===== config.mk =====
export PLATFORM = sky130hd
export DESIGN_NAME = port_b_gpio
export DESIGN_NICKNAME = d
export VERILOG_FILES = /design/src/verilog/port_b_pkg.sv /design/src/verilog/port_b_pinmux_if.sv /design/src/verilog/port_b_gpio.sv /design/src/verilog/port_b_pin_mux.sv
export VERILOG_INCLUDE_DIRS = /design/src /design/src/verilog
export SDC_FILE = /design/constraint.sdc
export NUM_CORES = 1
export LEC_CHECK = 0
export BUFFER_PORTS_ARGS = -buffer_cell sky130_fd_sc_hd__buf_4
export CAP_MARGIN = 25
export CORE_ASPECT_RATIO = 0.75
export CORE_MARGIN = 1
export CORE_UTILIZATION = 43
export CTS_CLUSTER_DIAMETER = 60
export DETAILED_ROUTE_END_ITERATION = 8
export PLACE_DENSITY = 0.79
export RECOVER_POWER = 50
export SYNTH_ARGS = -nofsm -noshare
export SYNTH_HDL_FRONTEND = slang
export SYNTH_SLANG_ARGS = --single-unit

===== constraint.sdc =====
create_clock -name pclk -period 2.52 [get_ports pclk]
set_input_delay 0.756 -clock pclk [delete_from_list [all_inputs] [get_ports pclk]]
set_output_delay 0.756 -clock pclk [all_outputs]
set_load 0.02 [all_outputs]

===== src/verilog/port_b_defines.svh =====
// constants of the port b pin-function and pull-up block
// assumes inclusion by bare name from the package and the top module
`ifndef PORT_B_DEFINES_SVH
`define PORT_B_DEFINES_SVH

// register byte offsets on the apb slave
`define PB_OFF_DIRECTION   12'h000
`define PB_OFF_OUTPUT_DATA 12'h004
`define PB_OFF_PIN_LEVEL   12'h008
`define PB_OFF_PULLUP      12'h00C
`define PB_OFF_FUNC_CTRL   12'h010

// reset values
`define PB_DIRECTION_RST   8'h00
`define PB_OUTPUT_DATA_RST 8'h00
`define PB_PULLUP_RST      8'h00
`define PB_AE_RST          4'h0

// field positions inside the function control register
`define PB_AE_LSB          0
`define PB_AE_MSB          3

// operating mode codes: expanded modes 4 to 6, single-chip mode 7
`define PB_MODE_EXT_LO     3'h4
`define PB_MODE_EXT_HI     3'h6
`define PB_MODE_SINGLE     3'h7

`endif


===== src/verilog/port_b_pkg.sv =====
// types shared by the port b top module and its pin multiplexer
// assumes port_b_defines.svh is on the include path
package port_b_pkg;
  `include "port_b_defines.svh"

  // all state of the top module
  typedef struct packed {
    logic [7:0]  pin_s1;     // pin level, first sync stage
    logic [7:0]  pin_s2;     // pin level, second sync stage
    logic [2:0]  mode_s1;    // mode straps, first stage
    logic [2:0]  mode_s2;    // mode straps, second stage
    logic        hwsb_s1;    // hardware standby, first stage
    logic        hwsb_s2;    // hardware standby, second stage
    logic        mrst_s1;    // manual reset (low), first stage
    logic        mrst_s2;    // manual reset (low), second stage
    logic [7:0]  dir;        // direction_reg
    logic [7:0]  dout;       // output_data_reg
    logic [7:0]  pu;         // pullup_enable
    logic [3:0]  ae;         // addr_out_enable_field
    logic        pready;     // apb ready
    logic        pslverr;    // apb error
    logic [31:0] prdata;     // apb read data
    logic [7:0]  pin_out;    // registered pin drive
    logic [7:0]  pin_oe;     // registered pin enable
    logic [7:0]  pullup_on;  // registered pull-up control
  } port_b_state_t;
endpackage

===== src/verilog/port_b_pinmux_if.sv =====
// carrier between the port b top and its pin multiplexer
// assumes one clock domain; all signals are combinational here
`timescale 1ns/1ps
interface port_b_pinmux_if;
  logic       addr_mode;   // modes 4 to 6 active
  logic       hw_standby;  // hardware standby level
  logic [3:0] ae;          // addr_out_enable_field
  logic [7:0] dir;         // direction_reg
  logic [7:0] dout;        // output_data_reg
  logic [7:0] pu;          // pullup_enable
  logic [7:0] addr_hi;     // addr_bit_15 .. addr_bit_8
  logic [7:0] pin_oe;      // resulting enables
  logic [7:0] pin_out;     // resulting drive
  logic [7:0] pullup_on;   // resulting pull-ups

  modport ctrl (output addr_mode, hw_standby, ae, dir, dout, pu, addr_hi,
                input  pin_oe, pin_out, pullup_on);
  modport mux  (input  addr_mode, hw_standby, ae, dir, dout, pu, addr_hi,
                output pin_oe, pin_out, pullup_on);
endinterface


===== src/verilog/port_b_gpio.sv =====
// port b: pin function selection, output data and input pull-ups
// assumes an apb master on pclk; pins, mode straps, hardware standby and
// manual reset come from outside the clock domain; addr_hi is on pclk
//
// Register access over APB and the register addresses were chosen for this implementation.
`timescale 1ns/1ps
`include "port_b_defines.svh"
module port_b_gpio
#(
  parameter int ADDR_W = 12,  // apb address width
  parameter int DATA_W = 32   // apb data width
)
(
  input  wire logic              pclk,
  input  wire logic              presetn,
  input  wire logic              psel,
  input  wire logic              penable,
  input  wire logic              pwrite,
  input  wire logic [ADDR_W-1:0] paddr,
  input  wire logic [DATA_W-1:0] pwdata,
  input  wire logic [3:0]        pstrb,
  output      logic              pready,
  output      logic [DATA_W-1:0] prdata,
  output      logic              pslverr,
  input  wire logic [2:0]        op_mode,
  input  wire logic              hw_standby,
  input  wire logic              manual_reset_n,
  input  wire logic [7:0]        addr_hi,
  input  wire logic [7:0]        pin_in,
  output      logic [7:0]        pin_out,
  output      logic [7:0]        pin_oe,
  output      logic [7:0]        pullup_on
);
  import port_b_pkg::*;

  // the register layout assumes one 32-bit word per register
  if (DATA_W != 32)
  begin
    $error("port_b_gpio: DATA_W must be 32");
  end
  if (ADDR_W < 5 || ADDR_W > 12)
  begin
    $error("port_b_gpio: ADDR_W must be 5 to 12");
  end

  port_b_state_t st;       // registered state
  port_b_state_t next_st;  // next state

  logic [11:0] addr12;     // address widened to the offset width
  logic        setup;      // apb setup cycle
  logic        wr_done;    // write completes this edge
  logic        addr_mode;  // expanded modes 4 to 6

  port_b_pinmux_if pm ();  // carrier to the pin multiplexer

  // pad the bus address up to the width of the offsets
  assign addr12    = 12'(paddr);
  assign setup     = psel && !penable;
  assign wr_done   = psel && penable && st.pready && pwrite;
  // mode is read only after both sync stages
  assign addr_mode = (st.mode_s2 >= `PB_MODE_EXT_LO) &&
                     (st.mode_s2 <= `PB_MODE_EXT_HI);

  // pin level as seen by software
  function automatic logic [7:0] pin_level(input logic [7:0] dir,
                                           input logic [7:0] dout,
                                           input logic [7:0] pins);
    return (dir & dout) | (~dir & pins);
  endfunction

  // feed the multiplexer from registered state, except addr_hi which comes straight from the port
  assign pm.addr_mode  = addr_mode;
  assign pm.hw_standby = st.hwsb_s2;
  assign pm.ae         = st.ae;
  assign pm.dir        = st.dir;
  assign pm.dout       = st.dout;
  assign pm.pu         = st.pu;
  assign pm.addr_hi    = addr_hi;

  // pin function multiplexer
  port_b_pin_mux u_mux
  (
    .pm (pm)
  );

  // next-state logic: synchronisers, bus slave, registers, pin outputs
  always_comb
  begin
    next_st = st;

    // two-stage synchronisers; first stage feeds only the second
    next_st.pin_s1  = pin_in;
    next_st.pin_s2  = st.pin_s1;
    next_st.mode_s1 = op_mode;
    next_st.mode_s2 = st.mode_s1;
    next_st.hwsb_s1 = hw_standby;
    next_st.hwsb_s2 = st.hwsb_s1;
    next_st.mrst_s1 = manual_reset_n;
    next_st.mrst_s2 = st.mrst_s1;

    // zero wait state: ready follows the setup cycle by one edge
    next_st.pready  = setup;
    next_st.pslverr = 1'b0;
    next_st.prdata  = '0;

    // read data and error are prepared in the setup cycle
    if (setup)
    begin
      if (addr12 == `PB_OFF_DIRECTION)
      begin
        next_st.prdata = '0;
      end
      else if (addr12 == `PB_OFF_OUTPUT_DATA)
      begin
        next_st.prdata = {24'h000000, st.dout};
      end
      else if (addr12 == `PB_OFF_PIN_LEVEL)
      begin
        next_st.prdata = {24'h000000, pin_level(st.dir, st.dout, st.pin_s2)};
      end
      else if (addr12 == `PB_OFF_PULLUP)
      begin
        next_st.prdata = {24'h000000, st.pu};
      end
      else if (addr12 == `PB_OFF_FUNC_CTRL)
      begin
        next_st.prdata = {28'h0000000, st.ae};
      end
      else
      begin
        // unmapped: error, data zero
        next_st.pslverr = 1'b1;
      end
    end

    // writes land on the completing edge; only byte lane 0 is stored
    if (wr_done && pstrb[0])
    begin
      if (addr12 == `PB_OFF_DIRECTION)
      begin
        next_st.dir = pwdata[7:0];
      end
      else if (addr12 == `PB_OFF_OUTPUT_DATA)
      begin
        next_st.dout = pwdata[7:0];
      end
      else if (addr12 == `PB_OFF_PULLUP)
      begin
        next_st.pu = pwdata[7:0];
      end
      else if (addr12 == `PB_OFF_FUNC_CTRL)
      begin
        next_st.ae = pwdata[`PB_AE_MSB:`PB_AE_LSB];
      end
      else
      begin
        // pin level and unmapped writes are dropped
        next_st.ae = st.ae;
      end
    end

    // manual reset returns the registers to their reset values;
    // it wins over a write landing in the same cycle
    if (!st.mrst_s2)
    begin
      next_st.dir  = `PB_DIRECTION_RST;
      next_st.dout = `PB_OUTPUT_DATA_RST;
      next_st.pu   = `PB_PULLUP_RST;
      next_st.ae   = `PB_AE_RST;
    end

    // pins are registered so every output leaves a flip-flop;
    // costs one cycle from a register change to the pin
    next_st.pin_out   = pm.pin_out;
    next_st.pin_oe    = pm.pin_oe;
    next_st.pullup_on = pm.pullup_on;
  end

  // state register; power-on reset clears everything except the manual reset stages, which are set to 1
  always_ff @(posedge pclk or negedge presetn)
  begin
    if (!presetn)
    begin
      st         <= '0;
      st.mrst_s1 <= 1'b1;
      st.mrst_s2 <= 1'b1;
      st.dir     <= `PB_DIRECTION_RST;
      st.dout    <= `PB_OUTPUT_DATA_RST;
      st.pu      <= `PB_PULLUP_RST;
      st.ae      <= `PB_AE_RST;
    end
    else
    begin
      st <= next_st;
    end
  end

  // outputs straight from the state flip-flops
  assign pready    = st.pready;
  assign pslverr   = st.pslverr;
  assign prdata    = st.prdata;
  assign pin_out   = st.pin_out;
  assign pin_oe    = st.pin_oe;
  assign pullup_on = st.pullup_on;
endmodule


===== src/verilog/port_b_pin_mux.sv =====
// combinational pin function multiplexer for the eight port b pins
// assumes the top registers every result before it reaches a pin
`timescale 1ns/1ps
module port_b_pin_mux
(
  port_b_pinmux_if.mux pm
);
  import port_b_pkg::*;

  // which pins carry an address bit for a given enable field
  function automatic logic [7:0] addr_pin_enable(input logic [3:0] ae);
    logic [7:0] en;
    en = 8'h00;
    en[7] = ae[3];
    en[6] = (ae == 4'h7) || ae[3];
    en[5] = (ae[3:1] == 3'h3) || ae[3];
    en[4] = !((ae == 4'h4) || (ae[3:2] == 2'h0));
    en[3] = !(ae[3:2] == 2'h0);
    en[2] = !((ae == 4'h2) || (ae[3:1] == 3'h0));
    en[1] = !(ae[3:1] == 3'h0);
    en[0] = (ae != 4'h0);
    return en;
  endfunction

  // pin drive, enable and pull-up per pin
  always_comb
  begin
    logic [7:0] en;
    en = pm.addr_mode ? addr_pin_enable(pm.ae) : 8'h00;
    // address pins drive, others follow direction bit
    pm.pin_oe  = en | pm.dir;
    pm.pin_out = (en & pm.addr_hi) | (~en & pm.dout);
    pm.pullup_on = pm.hw_standby ? 8'h00 : (~en & ~pm.dir & pm.pu);
  end
endmodule


==> key figures, run 1 <==
Synthesis
  – Sequential share of the synthesized area: 0.570
  – Most frequent cells after synthesis: dfrtp_1 (86), buf_4 (56), nand2_1 (43), mux2i_1 (35), a21oi_1 (12)
  – Yosys Warn Count: 0
  – Synth Instances: 325
  – Fraction of registers with async set or reset after synthesis: 1.00
  – Seq cells post-synth: 88
  – Mapped Area: 3870 µm²
  – Synth area leader: dfrtp_1
  – Main synth FF type: dfrtp_1
  – Synth cell types: 41
  – Most common cell in the synthesized netlist: dfrtp_1
  – Count of flip-flops with a built-in enable after synthesis: 0
  – Synth Area per Inst: 11.9 µm²
  – Top-area cell type share of the netlist area: 0.556
  – Synth top area cells: dfrtp_1 (56%), buf_4 (11%), mux2i_1 (9.1%)

Route
  – Routed wire length: 7590 µm
  – Antenna-violating nets left: 0
  – DR vias: 2379
  – Via/cell ratio: 4.86
  – Wire per inst: 15.5 µm
  – Router iterations before antenna repair: 9
  – 1st-iter DRT viols: 147
  – Residual DRC count: 7

Setup path
  – Critical Path AT: 2.25 ns
  – Max stage delay on crit path: 0.77 ns
  – Reg2reg setup slack: 0.73 ns
  – Worst-path cell chain: clkbuf_2 > clkbuf_1
  – Element type at the critical path start: primary input
  – Largest delay share family, worst path: buffers and inverters
  – CP Capture Type: async pin
  – Max FO, Critical Path: 43
  – Critical path buffer and inverter count: 2
  – Worst Path Required: 2.88 ns
  – CP max stage cell: clkbuf_2
  – CP Class: in -> async

Timing
  – Fin crit share: 0.752
  – Worst Tran Pin Value: 1.06 ns
  – Fmax: 0.528 GHz
  – Setup violators final: 0
  – RSZ-0062 raised after global routing: no
  – Fin crit period: 1.89 ns
  – Final hold vios: 0
  – Slew Viols, Final: 0
  – Setup TNS: 0 ns
  – WHS: 0.347 ns
  – Slew margin rel.: 0.294
  – Clock skew after layout: 0.00570 ns

Global route
  – GRT Util Overall: 0.173
  – Global-route wire length before repair: 12000 µm
  – Vias in the first global route: 2341
  – Largest net degree at the start of global routing: 44
  – Initial antenna violation count: 0
  – Grt total ovfl: 0

CTS
  – PostCTS Resize Cnt: 0
  – Post-CTS Hold Buffers: 0
  – Inserted Clock Buffers: 9
  – Clock root cell: clkbuf_16
  – Max H-tree Level: 3
  – Setup repair bufs after CTS: 0
  – Clock sinks: 88
  – Max clock buf depth: 2
  – CTS tree: built
  – Worst-path clk slew: 0.06 ns
  – Skew-Pair Late Insertion Delay: 0.34 ns

Die
  – Die Y: 84.1 µm
  – Die width: 112 µm
  – Starting density of the core: 0.450
  – Die Footprint: 9380 µm²
  – IO Count: 132
  – Core ar.: 8600 µm²
  – FP Rows: 29

Job
  – Max_cap viols: 0

Final layout
  – Share of layout cells above drive strength 1: 0.317
  – Post-Layout Cell Count: 490
  – Area growth, synth to finish: 18.5%
  – ANT cells: 0
  – Final core utilization: 0.533
  – Nets: 451
  – Final-layout fill cell count: 764

Outcome
  – Violated checks: DRC
  – Status: complete, but fails checks

Place
  – Routability cong.: 0.852
  – Buffers added on ports: 80
  – Half-perimeter wire length after placement: 5430 µm
  – DP Cell Count: 474

Power and ir drop
  – PwrDens: 664 nW/µm²
  – Total power: 3.04 mW
  – Leak pwr: 2.33 nW
  – Maximum vdd drop: 0.000459 V

Hold path
  – HP Class: reg -> reg
registers in the layout, indices dropped and copies added (netlist names):
| name | count |
|---|---|
| pm.dout | 8 |
| pm.pu | 8 |
| pin_out | 8 |
| pm.hw_standby | 1 |
| pslverr | 1 |
| st | 12 |
| next_st | 13 |
| pullup_on | 8 |
| pin_oe | 8 |
| pm.dir | 8 |
| pm.ae | 4 |
| prdata | 8 |
| pready | 1 |
final timing paths:
path	cells past startpoint	endpoint	startpoint
worst max-delay path	2	pullup_on[6]$_DFF_PN0_	presetn
worst min-delay path	0	st[92]$_DFF_PN0_	next_st[92]$_DFF_PN0_
worst max register to register	4	pin_out[6]$_DFF_PN0_	st[91]$_DFF_PN0_
worst min register to register	0	st[92]$_DFF_PN0_	next_st[92]$_DFF_PN0_
max in group pclk	6	pm.pu[5]$_DFFE_PN0P_	paddr[1]
min in group asynchronous	1	next_st[101]$_DFF_PN0_	presetn
cells in the final DEF, fill, tap and decap left out, types with 2 or more instances in the layout:
cell       netlist  layout
a21oi_1         12      12
conb_1           1      24
mux2_2          11      11
mux2i_1         35      35
nand2b_1         3       3
a2bb2oi_1        4       4
nand3b_1         2       2
dfstp_2          2       2
nor2b_1          4       4
inv_1            2       2
or2_2            5       5
and3_1           2       2
clkbuf_16        0       9
clkbuf_4         0      14
clkbuf_1         7       3
nor3b_1          6       6
o21a_1           2       2
clkinv_4         0       2
dfrtp_1         86      86
nor3_1           2       2
a211oi_1         4       4
bufinv_16        0       2
buf_4           56      69
nor4bb_1         2       2
o21ai_0          3       3
nand4_1          2       2
nand2_1         43      43
nor2_1           8       8
o22a_1           4       4
power by group:
part	leakage (nW)	switching [mW]	total, mW	internal, mW
sequential	1.17	0.0180	1.46	1.44
combinational	1.01	0.110	0.180	0.0699
clock	0.157	0.510	1.41	0.898
logic make-up (layout without fill, tap and decap cells):
family	Yosys count	count (layout)	share of synthesized area
AOI/OAI and AO/OA	33	33	0.0579
other	1	24	0.000969
buffers and inverters	70	104	0.127
muxes	46	46	0.123
DFF	88	88	0.570
and+or+nand+nor	87	87	0.122
per-stage QoR:
stage / cell area (µm²) / worst slack (ns)
final: 4580 / 0.625
after global routing: 4580 / 0.290
after CTS: 4590 / 0.717
after detailed placement: 4270 / 0.360
after global placement: 4270 / 0.386
after floorplan: 3960 / 0.633
area by class of cell:
cell class              count  area [µm²]  area share
clock buffers              12         246      0.0538
clock inverters             4        77.6      0.0169
inverters                   2        7.51     0.00164
multi-input cells         190        1260       0.275
flip-flops and latches     88        2200       0.481
well taps                 108         135      0.0295
repair buffers             86         652       0.142
metal layers:
| metal | wire [µm] | up-vias | track usage |
|---|---|---|---|
| met2 | 3500 | 79 | 0.259 |
| met1 | 3560 | 1173 | 0.238 |
| met5 | 0 | - | 0 |
| met4 | 99 | 0 | 0.0627 |
| li1 | - | 1119 | - |
| met3 | 425 | 8 | 0.0556 |
(Power assumes the default switching activity.)
==> run 2, diff against run 1 <==
==> constraint.sdc (replaced) <==
create_clock -name pclk -period 1.9 [get_ports pclk]
set_input_delay 0.57 -clock pclk [delete_from_list [all_inputs] [get_ports pclk]]
set_output_delay 0.57 -clock pclk [all_outputs]
set_load 0.02 [all_outputs]
==> run 2 against run 1 <==
Against the previous run:
- the run still ends with DRC left
- routed wire length up 2.1%
- final cell count up 2.7%
- clock skew up 0.0053 ns
- hold slack worse by 0.012 ns
- sequential power up 32%
- clock-buffer cell count down 3
- sequential cell count unchanged
- critical path type is now in -> reg
==> key figures, run 2 (synthesized netlist as in run 1, its figures left out) <==
CTS
  – PostCTS Resize Cnt: 0
  – Max H-tree Level: 3
  – Skew-Pair Late Insertion Delay: 0.34 ns
  – Clock root cell: clkbuf_16
  – Worst-path clk slew: 0.07 ns
  – Max clock buf depth: 2
  – Inserted Clock Buffers: 9
  – CTS tree: built
  – Clock sinks: 88
  – Setup repair bufs after CTS: 0
  – Post-CTS Hold Buffers: 0

Power and ir drop
  – Combinational fraction of design power: 0.067
  – P_int: 2.92 mW
  – PwrDens: 831 nW/µm²
  – Leak pwr: 2.36 nW
  – P_sw: 0.928 mW
  – Maximum vdd drop: 0.000385 V
  – Sequential Power Share: 0.500
  – Sw Share: 0.241
  – Clk pwr share: 0.433

Setup path
  – Element type at the critical path start: primary input
  – Max FO, Critical Path: 5
  – CP Class: in -> reg
  – Worst Path Required: 2.16 ns
  – CP Capture Type: flip-flop
  – Critical Path AT: 1.89 ns

Route
  – Wire per inst: 15.4 µm
  – Antenna-violating nets left: 0
  – Router iterations before antenna repair: 8
  – Residual DRC count: 7
  – 1st-iter DRT viols: 140
  – Via/cell ratio: 4.88
  – Routed wire length: 7750 µm
  – DR vias: 2454

Global route
  – Grt total ovfl: 0
  – GRT Util Overall: 0.178
  – Largest net degree at the start of global routing: 37
  – Initial antenna violation count: 0
  – Global-route wire length before repair: 12700 µm
  – Vias in the first global route: 2535

Job
  – Max_cap viols: 0

Timing
  – Slew Viols, Final: 0
  – Final WS setup: 0.266 ns
  – Fmax: 0.612 GHz
  – Clock skew after layout: 0.0110 ns
  – Fin crit share: 0.860
  – Setup violators final: 0
  – RSZ-0062 raised after global routing: no
  – Worst Tran Pin Value: 0.856 ns
  – Final hold vios: 0
  – Fin crit period: 1.63 ns
  – Slew margin rel.: 0.430
  – WHS: 0.334 ns

Final layout
  – Share of layout cells above drive strength 1: 0.337
  – Most frequent cells in the layout: dfrtp_1 (86), buf_4 (78), nand2_1 (43)
  – ANT cells: 0
  – Nets: 464
  – Max reg flops: 13
  – Area growth, synth to finish: 19.7%
  – Most common cell after layout, fill and taps aside: dfrtp_1

Die
  – Die Footprint: 9380 µm²
  – Starting density of the core: 0.450
  – FP Rows: 29
  – Core ar.: 8600 µm²
  – Die width: 112 µm
  – Die Y: 84.1 µm
  – IO Count: 132

Place
  – Setup slack at placement: -0.0755 ns
  – Routability cong.: 0.849
  – Half-perimeter wire length after placement: 5710 µm
  – Buffers added on ports: 80

Outcome
  – Violated checks: DRC
  – Status: complete, but fails checks

Hold path
  – HP Class: in -> async
run 2: cell count changes in the layout (fill, tap and decap cells not counted), sizes merged:
cell and change:
inv +3, clkbuf +1, clkinvlp +1, buf +9, bufinv -2, clkinv +1
run 2: final timing paths:
check | from | to | slack [ns] | depth (start not counted)
min in group pclk | manual_reset_n | next_st[86]$_DFF_PN1_ | 0.34 | 1
max | paddr[1] | pm.pu[2]$_DFFE_PN0P_ | 0.27 | 6
max in group asynchronous | presetn | prdata[0]$_DFF_PN0_ | 0.53 | 2
min | presetn | next_st[88]$_DFF_PN0_ | 0.33 | 1
max reg2reg | st[91]$_DFF_PN0_ | pin_out[6]$_DFF_PN0_ | 0.27 | 4
min reg2reg | next_st[100]$_DFF_PN0_ | st[100]$_DFF_PN0_ | 0.35 | 0
run 2: stage by stage:
step           TNS (ns)  instance area [µm²]  instances  utilization  power (mW)
2_1_floorplan         0                 3960        348            -        2.10
3_3_place_gp   -0.00796                 4380        487        0.509        2.22
3_5_place_dp     -0.325                 4380        487        0.509        2.23
4_1_cts               0                 4660        503        0.542        3.90
5_1_grt               0                 4630        503        0.538        4.01
6_report              0                 4630        503        0.538        3.85
run 2: critical path, stage by stage:
cell,delay [ns]
buf_4,0.12
nor4bb_1,0.31
and4_4,0.31
and3_1,0.19
buf_4,0.17
mux2i_1,0.21
run 2: layout make-up:
| cell class | count | area (µm²) |
|---|---|---|
| fill | 744 | 3970 |
| sequential | 88 | 2200 |
| multi-input combinational | 190 | 1260 |
| timing repair buffer | 99 | 736 |
| clock buffer | 9 | 225 |
| tap | 108 | 135 |
| clock inverter | 7 | 62.6 |
| inverter | 2 | 7.51 |
run 2: metal layers:
layer	routed length (µm)	global-route usage
met1	3400	0.235
met2	3730	0.283
met3	568	0.0635
met4	44	0.0442
met5	0	0
run 2: power groups by stage:
| stage | sequential, mW | clock [mW] | combinational, mW |
|---|---|---|---|
| floorplan | 1.95 | 0 | 0.150 |
| global route | 1.92 | 1.80 | 0.286 |
| finish | 1.92 | 1.67 | 0.259 |
| global placement | 1.96 | 0 | 0.265 |
| CTS | 1.92 | 1.70 | 0.272 |
| detailed placement | 1.96 | 0 | 0.271 |
==> run 3, diff against run 2 <==
--- a/config.mk
+++ b/config.mk
@@ -13,6 +13,7 @@
 export CORE_UTILIZATION = 43
 export CTS_CLUSTER_DIAMETER = 60
 export DETAILED_ROUTE_END_ITERATION = 8
+export MAX_ROUTING_LAYER = met4
 export PLACE_DENSITY = 0.79
 export RECOVER_POWER = 50
 export SYNTH_ARGS = -nofsm -noshare
==> run 3 against run 2 <==
Against the previous run:
- the run still ends with DRC left
- clock power rose by 7%
- largest power group unchanged
- via count decreased by 1.3%
- critical endpoint is now pin_out[6]$_DFF_PN0_
- sequential share of layout area decreased by 0.18 points
- critical path type is now reg -> reg
- clock skew fell by 0.0045 ns
- setup slack better by 0.0088 ns
- largest cell class unchanged
- power increased by 2.9%
- design area increased by 0.38%
- critical path depth fell by 2
- sequential cell count stayed put
- hold slack got worse by 0.033 ns
- global-route usage grew 0.76 points
==> key figures, run 3 (synthesized netlist as in run 1, its figures left out) <==
Final layout
  – Max reg flops: 13
  – Fin area: 4650 µm²
  – Final-layout fill cell count: 759
  – Most common cell after layout, fill and taps aside: dfrtp_1
  – Share of layout cells above drive strength 1: 0.336
  – ANT cells: 0
  – Area growth, synth to finish: 20.1%
  – Final core utilization: 0.541
  – Nets: 465
  – Most frequent cells in the layout: dfrtp_1 (86), buf_4 (80), nand2_1 (43)

CTS
  – Clock root cell: clkbuf_16
  – Worst-path clk slew: 0.06 ns
  – PostCTS Resize Cnt: 0
  – CTS tree: built
  – Setup repair bufs after CTS: 0
  – Skew-Pair Late Insertion Delay: 0.34 ns
  – Clock sinks: 88
  – Max H-tree Level: 3
  – Inserted Clock Buffers: 9
  – Post-CTS Hold Buffers: 0
  – Max clock buf depth: 2

Hold path
  – HP Class: in -> async

Timing
  – Final hold vios: 0
  – Final WS setup: 0.275 ns
  – Worst Tran Pin Value: 0.780 ns
  – Setup violators final: 0
  – Clock skew after layout: 0.00652 ns
  – Setup TNS: 0 ns
  – Slew Viols, Final: 0
  – Slew margin rel.: 0.480
  – Fin crit period: 1.63 ns
  – Fin crit share: 0.855
  – Fmax: 0.615 GHz
  – RSZ-0062 raised after global routing: no

Power and ir drop
  – Total power: 3.96 mW
  – Leak pwr: 2.37 nW
  – Maximum vdd drop: 0.000583 V
  – PwrDens: 852 nW/µm²

Setup path
  – CP Capture Type: flip-flop
  – Worst Path Required: 2.12 ns
  – CP Class: reg -> reg
  – Critical Path AT: 1.84 ns
  – FF-to-FF Start: st[91]$_DFF_PN0_
  – CP startpoint: st[91]$_DFF_PN0_
  – Max FO, Critical Path: 4
  – Element type at the critical path start: flip-flop

Die
  – IO Count: 132
  – Starting density of the core: 0.450
  – Die width: 112 µm
  – Die Y: 84.1 µm
  – Core ar.: 8600 µm²
  – Die Footprint: 9380 µm²
  – FP Rows: 29

Global route
  – Largest net degree at the start of global routing: 33
  – Initial antenna violation count: 0
  – Vias in the first global route: 2486
  – Global-route wire length before repair: 12600 µm
  – Grt total ovfl: 0
  – GRT Util Overall: 0.186

Place
  – Setup slack at placement: -0.0408 ns
  – Cell Area, Placed: 4370 µm²
  – Half-perimeter wire length after placement: 5810 µm
  – Buffers added on ports: 80
  – Routability cong.: 0.852

Route
  – Via/cell ratio: 4.81
  – Routed wire length: 7730 µm
  – Residual DRC count: 7
  – 1st-iter DRT viols: 113
  – Router iterations before antenna repair: 8
  – Wire per inst: 15.3 µm
  – DR vias: 2422
  – Antenna-violating nets left: 0

Outcome
  – Violated checks: DRC
  – Status: complete, but fails checks

Job
  – Max_cap viols: 0
## run 3: area by class of cell
type | instances | area [µm²] | share of cell area
flip-flops and latches | 88 | 2200 | 0.474
multi-input cells | 190 | 1260 | 0.271
repair buffers | 100 | 731 | 0.157
clock buffers | 12 | 256 | 0.0552
well taps | 108 | 135 | 0.0291
clock inverters | 4 | 53.8 | 0.0116
inverters | 2 | 7.51 | 0.00162
## run 3: per-stage QoR
step | hold slack [ns] | std cells
after floorplan | 0.274 | 348
after global placement | 0.332 | 488
after detailed placement | 0.335 | 488
after CTS | 0.167 | 504
after global routing | 0.321 | 504
final | 0.301 | 504
## run 3: worst paths after layout
path | end | slack (ns) | cells past startpoint
setup / recovery | pin_out[6]$_DFF_PN0_ | 0.27 | 4
hold / removal | next_st[101]$_DFF_PN0_ | 0.30 | 1
setup reg to reg | pin_out[6]$_DFF_PN0_ | 0.27 | 4
hold reg to reg | st[96]$_DFF_PN0_ | 0.35 | 0
max in group asynchronous | pm.dir[3]$_DFFE_PN0P_ | 0.50 | 2
min in group pclk | next_st[86]$_DFF_PN1_ | 0.34 | 1
## run 3: metal layers
layer | part of all wire | vias to the layer above | GRT usage
li1 | - | 1148 | -
met5 | 0 | - | -
met2 | 0.47 | 83 | 0.281
met1 | 0.46 | 1185 | 0.240
met3 | 0.059 | 6 | 0.0563
met4 | 0.0088 | 0 | 0.0602
## run 3: worst max-delay path: stages (launching register included)
cell and delay (ns):
dfrtp_1 0.36, a21boi_1 0.32, o21a_1 0.24, and2b_1 0.23, mux2_2 0.36
## run 3: power breakdown
| group | internal (mW) | total, mW | switching (mW) |
|---|---|---|---|
| Combinational | 0.103 | 0.256 | 0.153 |
| Clock | 1.09 | 1.78 | 0.687 |
| Sequential | 1.91 | 1.92 | 0.0187 |
